<file path="src/rtl/nvsq_pkg.sv">
// Package for the nonvolatile-memory mode sequence host controller.
// Assumes a single 100 MHz clock domain in the user of this package.
package nvsq_pkg;
  localparam int          CLK_PERIOD_NS   = 10;
  localparam int          ADDR_W          = 19;
  localparam int          DATA_W          = 8;
  localparam int          KEY_LSB         = 2;
  localparam int          KEY_MSB         = 14;
  localparam logic [15:0] KEY_1           = 16'h4E38;
  localparam logic [15:0] KEY_2           = 16'hB1C7;
  localparam logic [15:0] KEY_3           = 16'h83E0;
  localparam logic [15:0] KEY_4           = 16'h7C1F;
  localparam logic [15:0] KEY_5           = 16'h703F;
  localparam logic [15:0] CMD_STORE       = 16'h8FC0;
  localparam logic [15:0] CMD_RECALL      = 16'h4C63;
  localparam logic [15:0] CMD_AUTO_OFF    = 16'h8B45;
  localparam logic [15:0] CMD_AUTO_ON     = 16'h4B46;
  localparam int          READ_CYCLE_NS   = 45;
  localparam int          READ_CYCLES     = (READ_CYCLE_NS + CLK_PERIOD_NS - 1) / CLK_PERIOD_NS;
  localparam int          GAP_NS          = 20;
  localparam int          GAP_CYCLES      = (GAP_NS + CLK_PERIOD_NS - 1) / CLK_PERIOD_NS;
  localparam int          BUSY_CYCLES     = 4;
  localparam int          CNT_W           = 8;
  localparam logic [2:0]  OP_STORE        = 3'h0;
  localparam logic [2:0]  OP_RECALL       = 3'h1;
  localparam logic [2:0]  OP_AUTO_OFF     = 3'h2;
  localparam logic [2:0]  OP_AUTO_ON      = 3'h3;
  localparam logic [2:0]  OP_READ         = 3'h4;
  localparam logic [2:0]  OP_WRITE        = 3'h5;
endpackage : nvsq_pkg

</file>
<file path="src/rtl/nvsq_host.sv">
// Host controller that issues single reads, writes and six-read mode
// sequences to an asynchronous nonvolatile static memory.
// Assumes the memory pins are wired directly; inputs from them are async.
`timescale 1ns/1ps
`default_nettype none
// Function
// [RL1] Device matches only address bits 14..2.
// [RL2] Sequence starts with three key reads.
// [RL3] Fourth and fifth keys precede command read.
// [RL4] Six consecutive reads, write strobe high.
// [RL5] Steps are chip-select controlled reads only.
// [RL6] Command 8B45 turns automatic save off.
// [RL7] Command 4B46 turns automatic save on.
// [RL8] Command 8FC0 starts store, outputs float.
// [RL9] Setting change must be followed by store.
// [RL10] Automatic save enabled as shipped.
// [RL11] Low supply blocks writes and stores.
// [RL12] Write held at busy release is suppressed.
// [RL13] Shipped nonvolatile cells hold zero.
// [RL14] Host re-applies settings at every power-up; this controller only clears O_AUTO_ON_SENT.
// [RL15] Command 4C63 starts a recall.
// [RL16] Intervening access aborts the sequence.
// [RL17] Busy pin low while store runs.
// [RL18] Unwritten auto/hardware stores are skipped.
// [RL19] Mismatch restarts decoder at first key.
// [RL20] Save flag latched, stored and recalled.
module nvsq_host
  import nvsq_pkg::*;
#(
  parameter int RD_CYC  = READ_CYCLES,
  parameter int GAP_CYC = GAP_CYCLES
) (
  input  wire logic              I_MCLK,
  input  wire logic              I_RESET,
  input  wire logic              I_REQ,
  input  wire logic [2:0]        I_OP,
  input  wire logic [ADDR_W-1:0] I_ADDR,
  input  wire logic [DATA_W-1:0] I_WDATA,
  input  wire logic              I_POWER_UP,
  output logic                   O_READY,
  output logic                   O_DONE,
  output logic [DATA_W-1:0]      O_RDATA,
  output logic                   O_AUTO_ON_SENT,
  output logic                   O_SAVE_PENDING,
  output logic [ADDR_W-1:0]      O_ADDR,
  output logic                   O_CE_N,
  output logic                   O_OE_N,
  output logic                   O_WE_N,
  output logic                   O_UPPER_BYTE_EN_N,
  output logic                   O_LOWER_BYTE_EN_N,
  output logic [DATA_W-1:0]      O_DQ,
  output logic                   O_DQ_OE_N,
  input  wire logic [DATA_W-1:0] I_DQ,
  input  wire logic              I_STORE_BUSY_N,
  output logic                   O_STORE_BUSY_N,
  output logic                   O_STORE_BUSY_OE_N
);
  initial begin
    if (RD_CYC < 2 || RD_CYC > 255 || GAP_CYC < 1 || GAP_CYC > 255) begin
      $error("nvsq_host: read count must lie in 2..255 and gap count in 1..255");
    end
  end

  typedef enum logic [4:0] {
    ST_IDLE  = 5'b0_0001,
    ST_WAIT  = 5'b0_0010,
    ST_CYC   = 5'b0_0100,
    ST_GAP   = 5'b0_1000,
    ST_BUSY  = 5'b1_0000
  } nvsq_state_e;

  typedef struct packed {
    nvsq_state_e         st;
    logic [2:0]          op;
    logic [2:0]          step;
    logic [CNT_W-1:0]    cnt;
    logic [ADDR_W-1:0]   addr;
    logic [DATA_W-1:0]   wdata;
    logic [DATA_W-1:0]   rdata;
    logic                ce_n;
    logic                we_n;
    logic                oe_n;
    logic                done;
    logic                auto_on;
    logic                pending;
  } nvsq_state_s;

  nvsq_state_s      s_reg;
  nvsq_state_s      s_next;
  logic             busy_n_s;
  logic [DATA_W-1:0] dq_s;

  nvsq_sync #(.W(1)) u_busy_sync (
    .i_clk   (I_MCLK),
    .i_reset (I_RESET),
    .i_async (I_STORE_BUSY_N),
    .o_sync  (busy_n_s)
  );

  nvsq_sync #(.W(DATA_W)) u_dq_sync (
    .i_clk   (I_MCLK),
    .i_reset (I_RESET),
    .i_async (I_DQ),
    .o_sync  (dq_s)
  );

  function automatic logic [ADDR_W-1:0] key_addr(input logic [2:0] op, input logic [2:0] step);
    logic [15:0] k;
    k = KEY_1;
    case (step)
      3'd0: k = KEY_1;
      3'd1: k = KEY_2;
      3'd2: k = KEY_3;
      3'd3: k = KEY_4;
      3'd4: k = KEY_5;
      default: begin
        case (op)
          OP_STORE:    k = CMD_STORE;
          OP_RECALL:   k = CMD_RECALL;
          OP_AUTO_OFF: k = CMD_AUTO_OFF;
          default:     k = CMD_AUTO_ON;
        endcase
      end
    endcase
    // The device compares bits 14..2 only; bits 18..16 are driven zero.
    key_addr = {{(ADDR_W-16){1'b0}}, k}; // RL1
    return key_addr;
  endfunction

  wire is_seq = (s_reg.op <= OP_AUTO_ON);

  always_comb begin
    s_next      = s_reg;
    s_next.done = 1'b0;
    if (I_POWER_UP) begin
      // A fresh power cycle may revert the setting; firmware re-applies it.
      s_next.auto_on = 1'b0; // RL14
    end
    case (s_reg.st)
      ST_IDLE: begin
        if (I_REQ) begin
          s_next.op    = I_OP;
          s_next.step  = 3'd0;
          s_next.wdata = I_WDATA;
          s_next.addr  = (I_OP <= OP_AUTO_ON) ? key_addr(I_OP, 3'd0) : I_ADDR; // RL2
          s_next.st    = ST_WAIT;
        end
      end
      ST_WAIT: begin
        // Device holds busy low while a store runs; wait for release.
        if (busy_n_s) begin // RL17
          s_next.ce_n = 1'b0;
          // Sequences use chip-select controlled reads, write strobe high.
          s_next.we_n = !(s_reg.op == OP_WRITE) ? 1'b1 : 1'b0; // RL4 RL5
          s_next.oe_n = (s_reg.op == OP_WRITE);
          s_next.cnt  = CNT_W'(RD_CYC);
          s_next.st   = ST_CYC;
        end
      end
      ST_CYC: begin
        if (s_reg.cnt == CNT_W'(1)) begin
          s_next.ce_n = 1'b1;
          s_next.we_n = 1'b1;
          s_next.oe_n = 1'b1;
          s_next.cnt = CNT_W'(GAP_CYC);
          s_next.st  = ST_GAP;
        end else begin
          s_next.cnt = s_reg.cnt - CNT_W'(1);
        end
      end
      ST_GAP: begin
        // Read data trails the pins by two flops, so it is taken on the
        // first gap cycle rather than at the last strobe cycle.
        if (s_reg.op == OP_READ && s_reg.cnt == CNT_W'(GAP_CYC)) begin
          s_next.rdata = dq_s;
        end
        if (s_reg.cnt == CNT_W'(1)) begin
          if (is_seq && s_reg.step != 3'd5) begin
            // Next key follows directly; nothing else may intervene.
            s_next.step = s_reg.step + 3'd1; // RL3 RL16
            s_next.addr = key_addr(s_reg.op, s_reg.step + 3'd1);
            s_next.st   = ST_WAIT;
          end else begin
            if (s_reg.op == OP_AUTO_OFF || s_reg.op == OP_AUTO_ON) begin
              s_next.auto_on = (s_reg.op == OP_AUTO_ON);
              s_next.pending = 1'b1; // RL9
            end
            if (s_reg.op == OP_STORE) begin
              s_next.pending = 1'b0; // RL9
            end
            s_next.st = (is_seq) ? ST_BUSY : ST_IDLE;
            s_next.cnt = CNT_W'(BUSY_CYCLES);
            s_next.done = !is_seq;
          end
        end else begin
          s_next.cnt = s_reg.cnt - CNT_W'(1);
        end
      end
      ST_BUSY: begin
        // Busy is pulled a cycle late and reaches us through two flops, so
        // it is ignored until the settle count has run down.
        if (s_reg.cnt != CNT_W'(1)) begin
          s_next.cnt = s_reg.cnt - CNT_W'(1);
        end else if (busy_n_s) begin // RL17
          s_next.done = 1'b1;
          s_next.st   = ST_IDLE;
        end
      end
      default: s_next.st = ST_IDLE;
    endcase
  end

  always_ff @(posedge I_MCLK or posedge I_RESET) begin
    if (I_RESET) begin
      s_reg <= '{st: ST_IDLE, op: OP_READ, step: 3'd0, cnt: '0, addr: '0, wdata: '0,
                 rdata: '0, ce_n: 1'b1, we_n: 1'b1, oe_n: 1'b1, done: 1'b0,
                 auto_on: 1'b0, pending: 1'b0};
    end else begin
      s_reg <= s_next;
    end
  end

  assign O_READY           = (s_reg.st == ST_IDLE);
  assign O_DONE            = s_reg.done;
  assign O_RDATA           = s_reg.rdata;
  assign O_AUTO_ON_SENT    = s_reg.auto_on;
  assign O_SAVE_PENDING    = s_reg.pending;
  assign O_ADDR            = s_reg.addr;
  assign O_CE_N            = s_reg.ce_n;
  assign O_OE_N            = s_reg.oe_n;
  assign O_WE_N            = s_reg.we_n;
  assign O_UPPER_BYTE_EN_N = 1'b0;
  assign O_LOWER_BYTE_EN_N = 1'b0;
  assign O_DQ              = s_reg.wdata;
  assign O_DQ_OE_N         = !(s_reg.op == OP_WRITE && !s_reg.we_n);
  // The host never requests hardware stores, so the busy pin stays released.
  assign O_STORE_BUSY_N    = 1'b1;
  assign O_STORE_BUSY_OE_N = 1'b1;
endmodule // nvsq_host
`default_nettype wire

</file>
<file path="src/rtl/nvsq_sync.sv">
// Two-flop synchroniser for pin inputs of the host controller.
// Assumes the input is asynchronous to i_clk.
`timescale 1ns/1ps
`default_nettype none
module nvsq_sync #(
  parameter int W = 1
) (
  input  wire logic         i_clk,
  input  wire logic         i_reset,
  input  wire logic [W-1:0] i_async,
  output logic      [W-1:0] o_sync
);
  logic [W-1:0] meta_reg;
  logic [W-1:0] sync_reg;

  always_ff @(posedge i_clk or posedge i_reset) begin
    if (i_reset) begin
      meta_reg <= '1;
      sync_reg <= '1;
    end else begin
      meta_reg <= i_async;
      sync_reg <= meta_reg;
    end
  end

  assign o_sync = sync_reg;
endmodule // nvsq_sync
`default_nettype wire
</file>
<file path="config.mk">
export PLATFORM = sky130hd
export DESIGN_NAME = nvsq_host
export DESIGN_NICKNAME = d
export VERILOG_FILES = /design/src/rtl/nvsq_pkg.sv /design/src/rtl/nvsq_host.sv /design/src/rtl/nvsq_sync.sv
export SDC_FILE = /design/constraint.sdc
export NUM_CORES = 1
export LEC_CHECK = 0
export BUFFER_PORTS_ARGS = -buffer_cell sky130_fd_sc_hd__buf_4
export CORE_UTILIZATION = 46
export CTS_CLUSTER_DIAMETER = 50
export CTS_CLUSTER_SIZE = 8
export DETAILED_ROUTE_END_ITERATION = 10
export GPL_TIMING_DRIVEN = 0
export PLACE_DENSITY_LB_ADDON = 0.12
export SLEW_MARGIN = 25
export SYNTH_ARGS = -nofsm -noshare
export SYNTH_HDL_FRONTEND = slang
export SYNTH_SLANG_ARGS = --single-unit
</file>
<file path="constraint.sdc">
create_clock -name I_MCLK -period 3.3 [get_ports I_MCLK]
set_input_delay 0.33 -clock I_MCLK [delete_from_list [all_inputs] [get_ports I_MCLK]]
set_output_delay 0.33 -clock I_MCLK [all_outputs]
set_load 0.02 [all_outputs]
</file>
Word-level counts from Yosys, hierarchy flattened

Index checks and enable logic that the tools add are counted.

Flip-flop bits (word level): 78
Input bits: 43
Output and inout port bits: 47

Add/subtract/negate cells: 2
Order comparisons: 2
Equality and inequality tests: 27
Multiplexer cells: 38
Bitwise logic cells: 1
Reduce and logical (&&, ||, !) cells: 20

Operator list:

| kind                  | count |
|---|---|
| $pmux W16 S5          | 1 |
| $mux W19              | 3 |
| $pmux W16 S3          | 1 |
| $mux W8               | 5 |
| $pmux W19 S2          | 1 |
| $mux W5               | 7 |
| $pmux W8 S4           | 1 |
| $mux W27              | 1 |
| $pmux W5 S5           | 1 |
| $mux W3               | 6 |
| $eq A3 B2 Y1 const B  | 4 |
| $ne A2 B2 Y1 const B  | 6 |
| $pmux W3 S2           | 2 |
| $reduce_and A4 Y1     | 3 |
| $mux W11              | 1 |
| $eq A3 B3 Y1 const B  | 3 |
| $eq A8 B1 Y1 const B  | 1 |
| $eq A8 B2 Y1 const B  | 1 |
| $ne A8 B1 Y1 const B  | 1 |
| $sub A8 B1 Y8 const B | 1 |
| $eq A3 B1 Y1 const B  | 2 |
| $le A3 B2 Y1 const B  | 2 |
| $logic_not A3 Y1      | 2 |
| $ne A3 B3 Y1 const B  | 2 |
| other kinds (19)      | 32 |

Logic depth before layout (Yosys ltp)

Depth in word-level cells: 7
Gate-level depth with buffers: 10
Gate-level depth less buffers: 7

Modules after synthesis

Synthesis repeated with hierarchy kept, for this count alone.

Cell total of the unflattened synthesis: 394
Area total of the unflattened synthesis: 4184.0 um2

By module, submodules not included:

| module                   | instances | cells an instance | area an instance (um2) | seq. area each (um2) |
|---|---|---|---|---|
| nvsq_host                | 1         | 374               | 3703.6                 | 1507.7 |
| nvsq_sync at u_dq_sync   | 1         | 17                | 424.2                  | 420.4 |
| nvsq_sync at u_busy_sync | 1         | 3                 | 56.3                   | 52.6 |

Worst setup path before layout

No wires, ideal clock.

Path type: flip-flop to flip-flop
Start: reg s_reg[49] (netlist name)
End: reg s_reg (netlist bit O_ADDR[5])
Arrival time: 2192 ps
Required time: 3175 ps
Path slack: 983 ps
Cell stages (with the launch flop): 8
Clock period less this slack: 2317 ps
Cell sequence: dfrtp_1 -> ha_1 -> ha_1 -> or4_1 -> a21oi_1 -> a21o_1 -> o22ai_1 -> mux2_2

Longest elaborated chain between the ends: 6

RTL lines:

| element                                    | RTL line         | source |
|---|---|---|
| start, declared                            | nvsq_host.sv:88  | `nvsq_state_s s_reg;` |
| start signal, assigned                     | nvsq_host.sv:215 | `s_reg <= '{st: ST_IDLE, op: OP_READ, step: 3'd0, cnt: '0, addr: '0, wdata: '0,` |
| start signal, assigned                     | nvsq_host.sv:219 | `s_reg <= s_next;` |
| $add A3 B1 Y3                              | nvsq_host.sv:181 | `s_next.addr = key_addr(s_reg.op, s_reg.step + 3'd1);` |
| $eq A3 B3 Y1, or another cell as far along | nvsq_host.sv:110 | `case (step)` |
| $pmux W16 S5                               | nvsq_host.sv:110 |  |
| $mux W19                                   | nvsq_host.sv:178 | `if (is_seq && s_reg.step != 3'd5) begin` |
| $mux W19                                   | nvsq_host.sv:177 | `if (s_reg.cnt == CNT_W'(1)) begin` |
| $pmux W19 S2                               | nvsq_host.sv:139 | `case (s_reg.st)` |

Several ways; a longest one is shown, not always the timed one. The select of a mux whose other input is x is not followed.
A chain may end at the register's enable or synchronous reset.

Final worst setup path

Ends and elaborated chain as after synthesis.

==> impl_metrics.toml <==
[status]
run_status = "complete, no violations"

[layout]
fill_cells = 736
total_inserted_antenna_cells = 0
area_growth_syn_to_layout_pct = 24.67
layout.nets = 557
final_cells = 615
layout.cells.most_common = "sky130_fd_sc_hd__buf_4"
final_layout_size_suffix_gt1_share_pct = 38.04
final_cell_area_um2 = 5007
mostFrequentLayoutCells = "sky130_fd_sc_hd__buf_4, sky130_fd_sc_hd__nand2_1, sky130_fd_sc_hd__dfrtp_1, sky130_fd_sc_hd__dfstp_2, sky130_fd_sc_hd__o21ai_0"

[global_routing]
grt_use_total_pct = 20.47
grt_max_degree = 42
grt_antenna_before_repair = 0
globalRoute.totalOverflow = 0
grt_pass1_vias = 2955
first_pass_grt_wire_length_mm = 14.13

[clock_tree]
htree_num_levels = 3
cts_inserted_buffers = 9
clock_tree.root_cell = "sky130_fd_sc_hd__clkbuf_8"
ctsHoldBuffers = 0
cts.repair.resized = 0
cts.sink_count = 78
tritoncts_clock_tree = "yes"
cts.path.max_buffers = 2
worst_skew_pair.late_latency_ns = 0.35
cts_setup_buffers = 0
clkSlewWorstSetupHoldPaths_ns = 0.09

[timing]
worst-slew-pin-transition_ns = 0.5199
final_min_period_over_clock_period_pct = 77.54
finalClockSkew_ns = 0.008481
worst_slack_ns = 0.7413
final-max-slew-violation-count = 0
setup_repair_after_global_routing_missed_its_margin = "false"
hold_viol_final = 0
fin_tns_setup_ns = 0
finalSetupViolations = 0
holdWs_ns = 0.003471
max-slew-margin-rel_pct = 65.34
achievable-frequency_ghz = 0.3908
period_needed_ns = 2.559

[floorplanning]
die_width_um = 95.44
initial_core_util_pct = 48.15
fp.coreArea_um2 = 8341
dieHeight_um = 95.44
rows = 33
die_area_um2 = 9109
num_io_pins = 90

[hold_path]
timing.hold.worst.class = "in -> async"

[drt]
drt_first_pass_iters = 4
routedWlPerCell_um = 14.39
total_number_of_vias = 3180
avgViaCountPerCell = 5.171
detailed_route_iter0_violations = 99
drc = 0
routed_wirelength_mm = 8.852
detail-route-antenna-nets = 0

[placed_design]
gp_routability_congestion = 0.8439
placement.cell_area_um2 = 4816
io_buffers = 85
place_ws_ns = 0.7635
hpwlAfterDp_mm = 6.568
placed_cells = 599

[worst_setup_path]
crit_chain = "ha_1 > ha_1 > or4_1 > a21oi_1 > a21o_1 > o22ai_1 > mux2_2"
highest_net_fanout_along_the_worst_path = 9
worst_path_class_setup = "reg -> reg"
critical-path-max-stage-delay_ns = 0.55
critPathSlowestCell = "sky130_fd_sc_hd__or4_1"
endpoint_kind = "register"
worst_path_most_repeated_cell = "sky130_fd_sc_hd__ha_1"
cp_data_arrival_time_ns = 2.80
required_ns = 3.54
crit_path_start_kind = "register"

[power]
total_leakage_power_uw = 0.002445
powerDensity_nw_per_um2 = 752.8
vdd.ir_drop.worst_uv = 346.2

[logic_synthesis]
synth_sequential_area_ratio_pct = 49.31
post_synth.cell_area_avg_um2 = 9.892
synth-async-reset-ratio_pct = 100.0
ys.flop_type = "sky130_fd_sc_hd__dfrtp_1"
synth.yosys.warnings = 0
ys_types = 51
syn-instance-count = 406
synth-edff-count = 0
total_standard_cell_area_after_synthesis_um2 = 4016
ys_ff_latch = 78

[job]
number_of_maximum_capacitance_violations = 0
[cells in the mapped netlist (all sizes together) (3+ instances only)]
| cell type | count | share of area (%) |
|---|---|---|
| nand2 | 56 | 5.2 |
| dfrtp | 55 | 34 |
| buf | 49 | 9.3 |
| o21ai | 25 | 3.1 |
| dfstp | 23 | 15 |
| nor2 | 20 | 1.9 |
| mux2 | 15 | 4.2 |
| a21oi | 14 | 1.7 |
| clkbuf | 10 | 0.93 |
| inv | 10 | 0.93 |
| nor3 | 10 | 1.5 |
| a31oi | 9 | 1.4 |
| ha | 9 | 2.8 |
| nand3 | 8 | 1.0 |
| nor2b | 8 | 1.2 |
| o22ai | 8 | 1.2 |
| and2 | 7 | 1.1 |
| nand2b | 7 | 1.1 |
| a21o | 6 | 1.1 |
| and3 | 5 | 0.78 |
| a22o | 4 | 0.87 |
| nand3b | 4 | 0.75 |
| o31ai | 4 | 0.75 |
| a211oi | 3 | 0.56 |
| a21boi | 3 | 0.56 |
| nand4 | 3 | 0.47 |
| o22a | 3 | 0.65 |
| or2 | 3 | 0.47 |
| xor2 | 3 | 0.65 |
[layer usage]
metal	vias to the layer above	global-route usage [%]	wire length [um]
met5	-	0	0
met3	19	3.748	525
li1	1560	-	-
met4	0	9.453	189
met1	1504	27.50	3969
met2	97	32.08	4166
[metrics by stage]
stage	total power (uW)	utilization [%]
6_report	3769	60.04
5_1_grt	4045	60.04
4_1_cts	3798	60.04
3_5_place_dp	3111	57.74
3_3_place_gp	3082	57.47
2_1_floorplan	2562	-
[cell families (layout without fill, tap and decap cells)]
logic type | count (synthesis) | in the layout | synth area share, %
AOI/OAI and AO/OA | 89 | 89 | 14.21
buffers and inverters | 69 | 171 | 11.12
DFF | 78 | 78 | 49.31
adders and majority gates | 9 | 9 | 2.804
and+or+nand+nor | 139 | 139 | 17.07
muxes | 15 | 15 | 4.206
other | 2 | 4 | 0.1870
xor gates and xnor gates | 5 | 5 | 1.091
[layout make-up]
type	count	area (um2)	share of cell area, %
buffer	59	409.1	8.171
clock buffer	9	123.9	2.474
clock inverter	7	67.56	1.349
inverter	10	40.04	0.7996
multi-input combinational	261	1597	31.88
sequential	78	1981	39.56
tap	105	131.4	2.624
timing repair buffer	86	658.1	13.14
[critical path: cells and delay by family (launching register included)]
family / cells / cell delay [ns]
compound gates: 3 / 0.58
fa+ha+maj: 2 / 0.63
flops: 1 / 0.43
mux: 1 / 0.26
simple gates: 1 / 0.55
[power by group]
group	total, uW	internal (uW)	switching, uW
combinational	1680	779	904
clock	682	288	394
sequential	1400	1230	172
[path summary, 6_finish.rpt]
path | from | to | slack [ns] | cells past startpoint
max | s_reg[49] | O_ADDR[5] | 0.74 | 7
min | I_RESET | O_RDATA[5] | 0.003 | 2
max reg2reg | s_reg[49] | O_ADDR[5] | 0.74 | 7
min reg2reg | u_dq_sync.meta_reg[1] | u_dq_sync.o_sync[1] | 0.36 | 0
max in group asynchronous | I_RESET | s_reg[55] | 2.64 | 3
min in group I_MCLK | I_DQ[2] | u_dq_sync.meta_reg[2] | 0.07 | 1
Note: power is estimated with default switching activity, not from simulation.
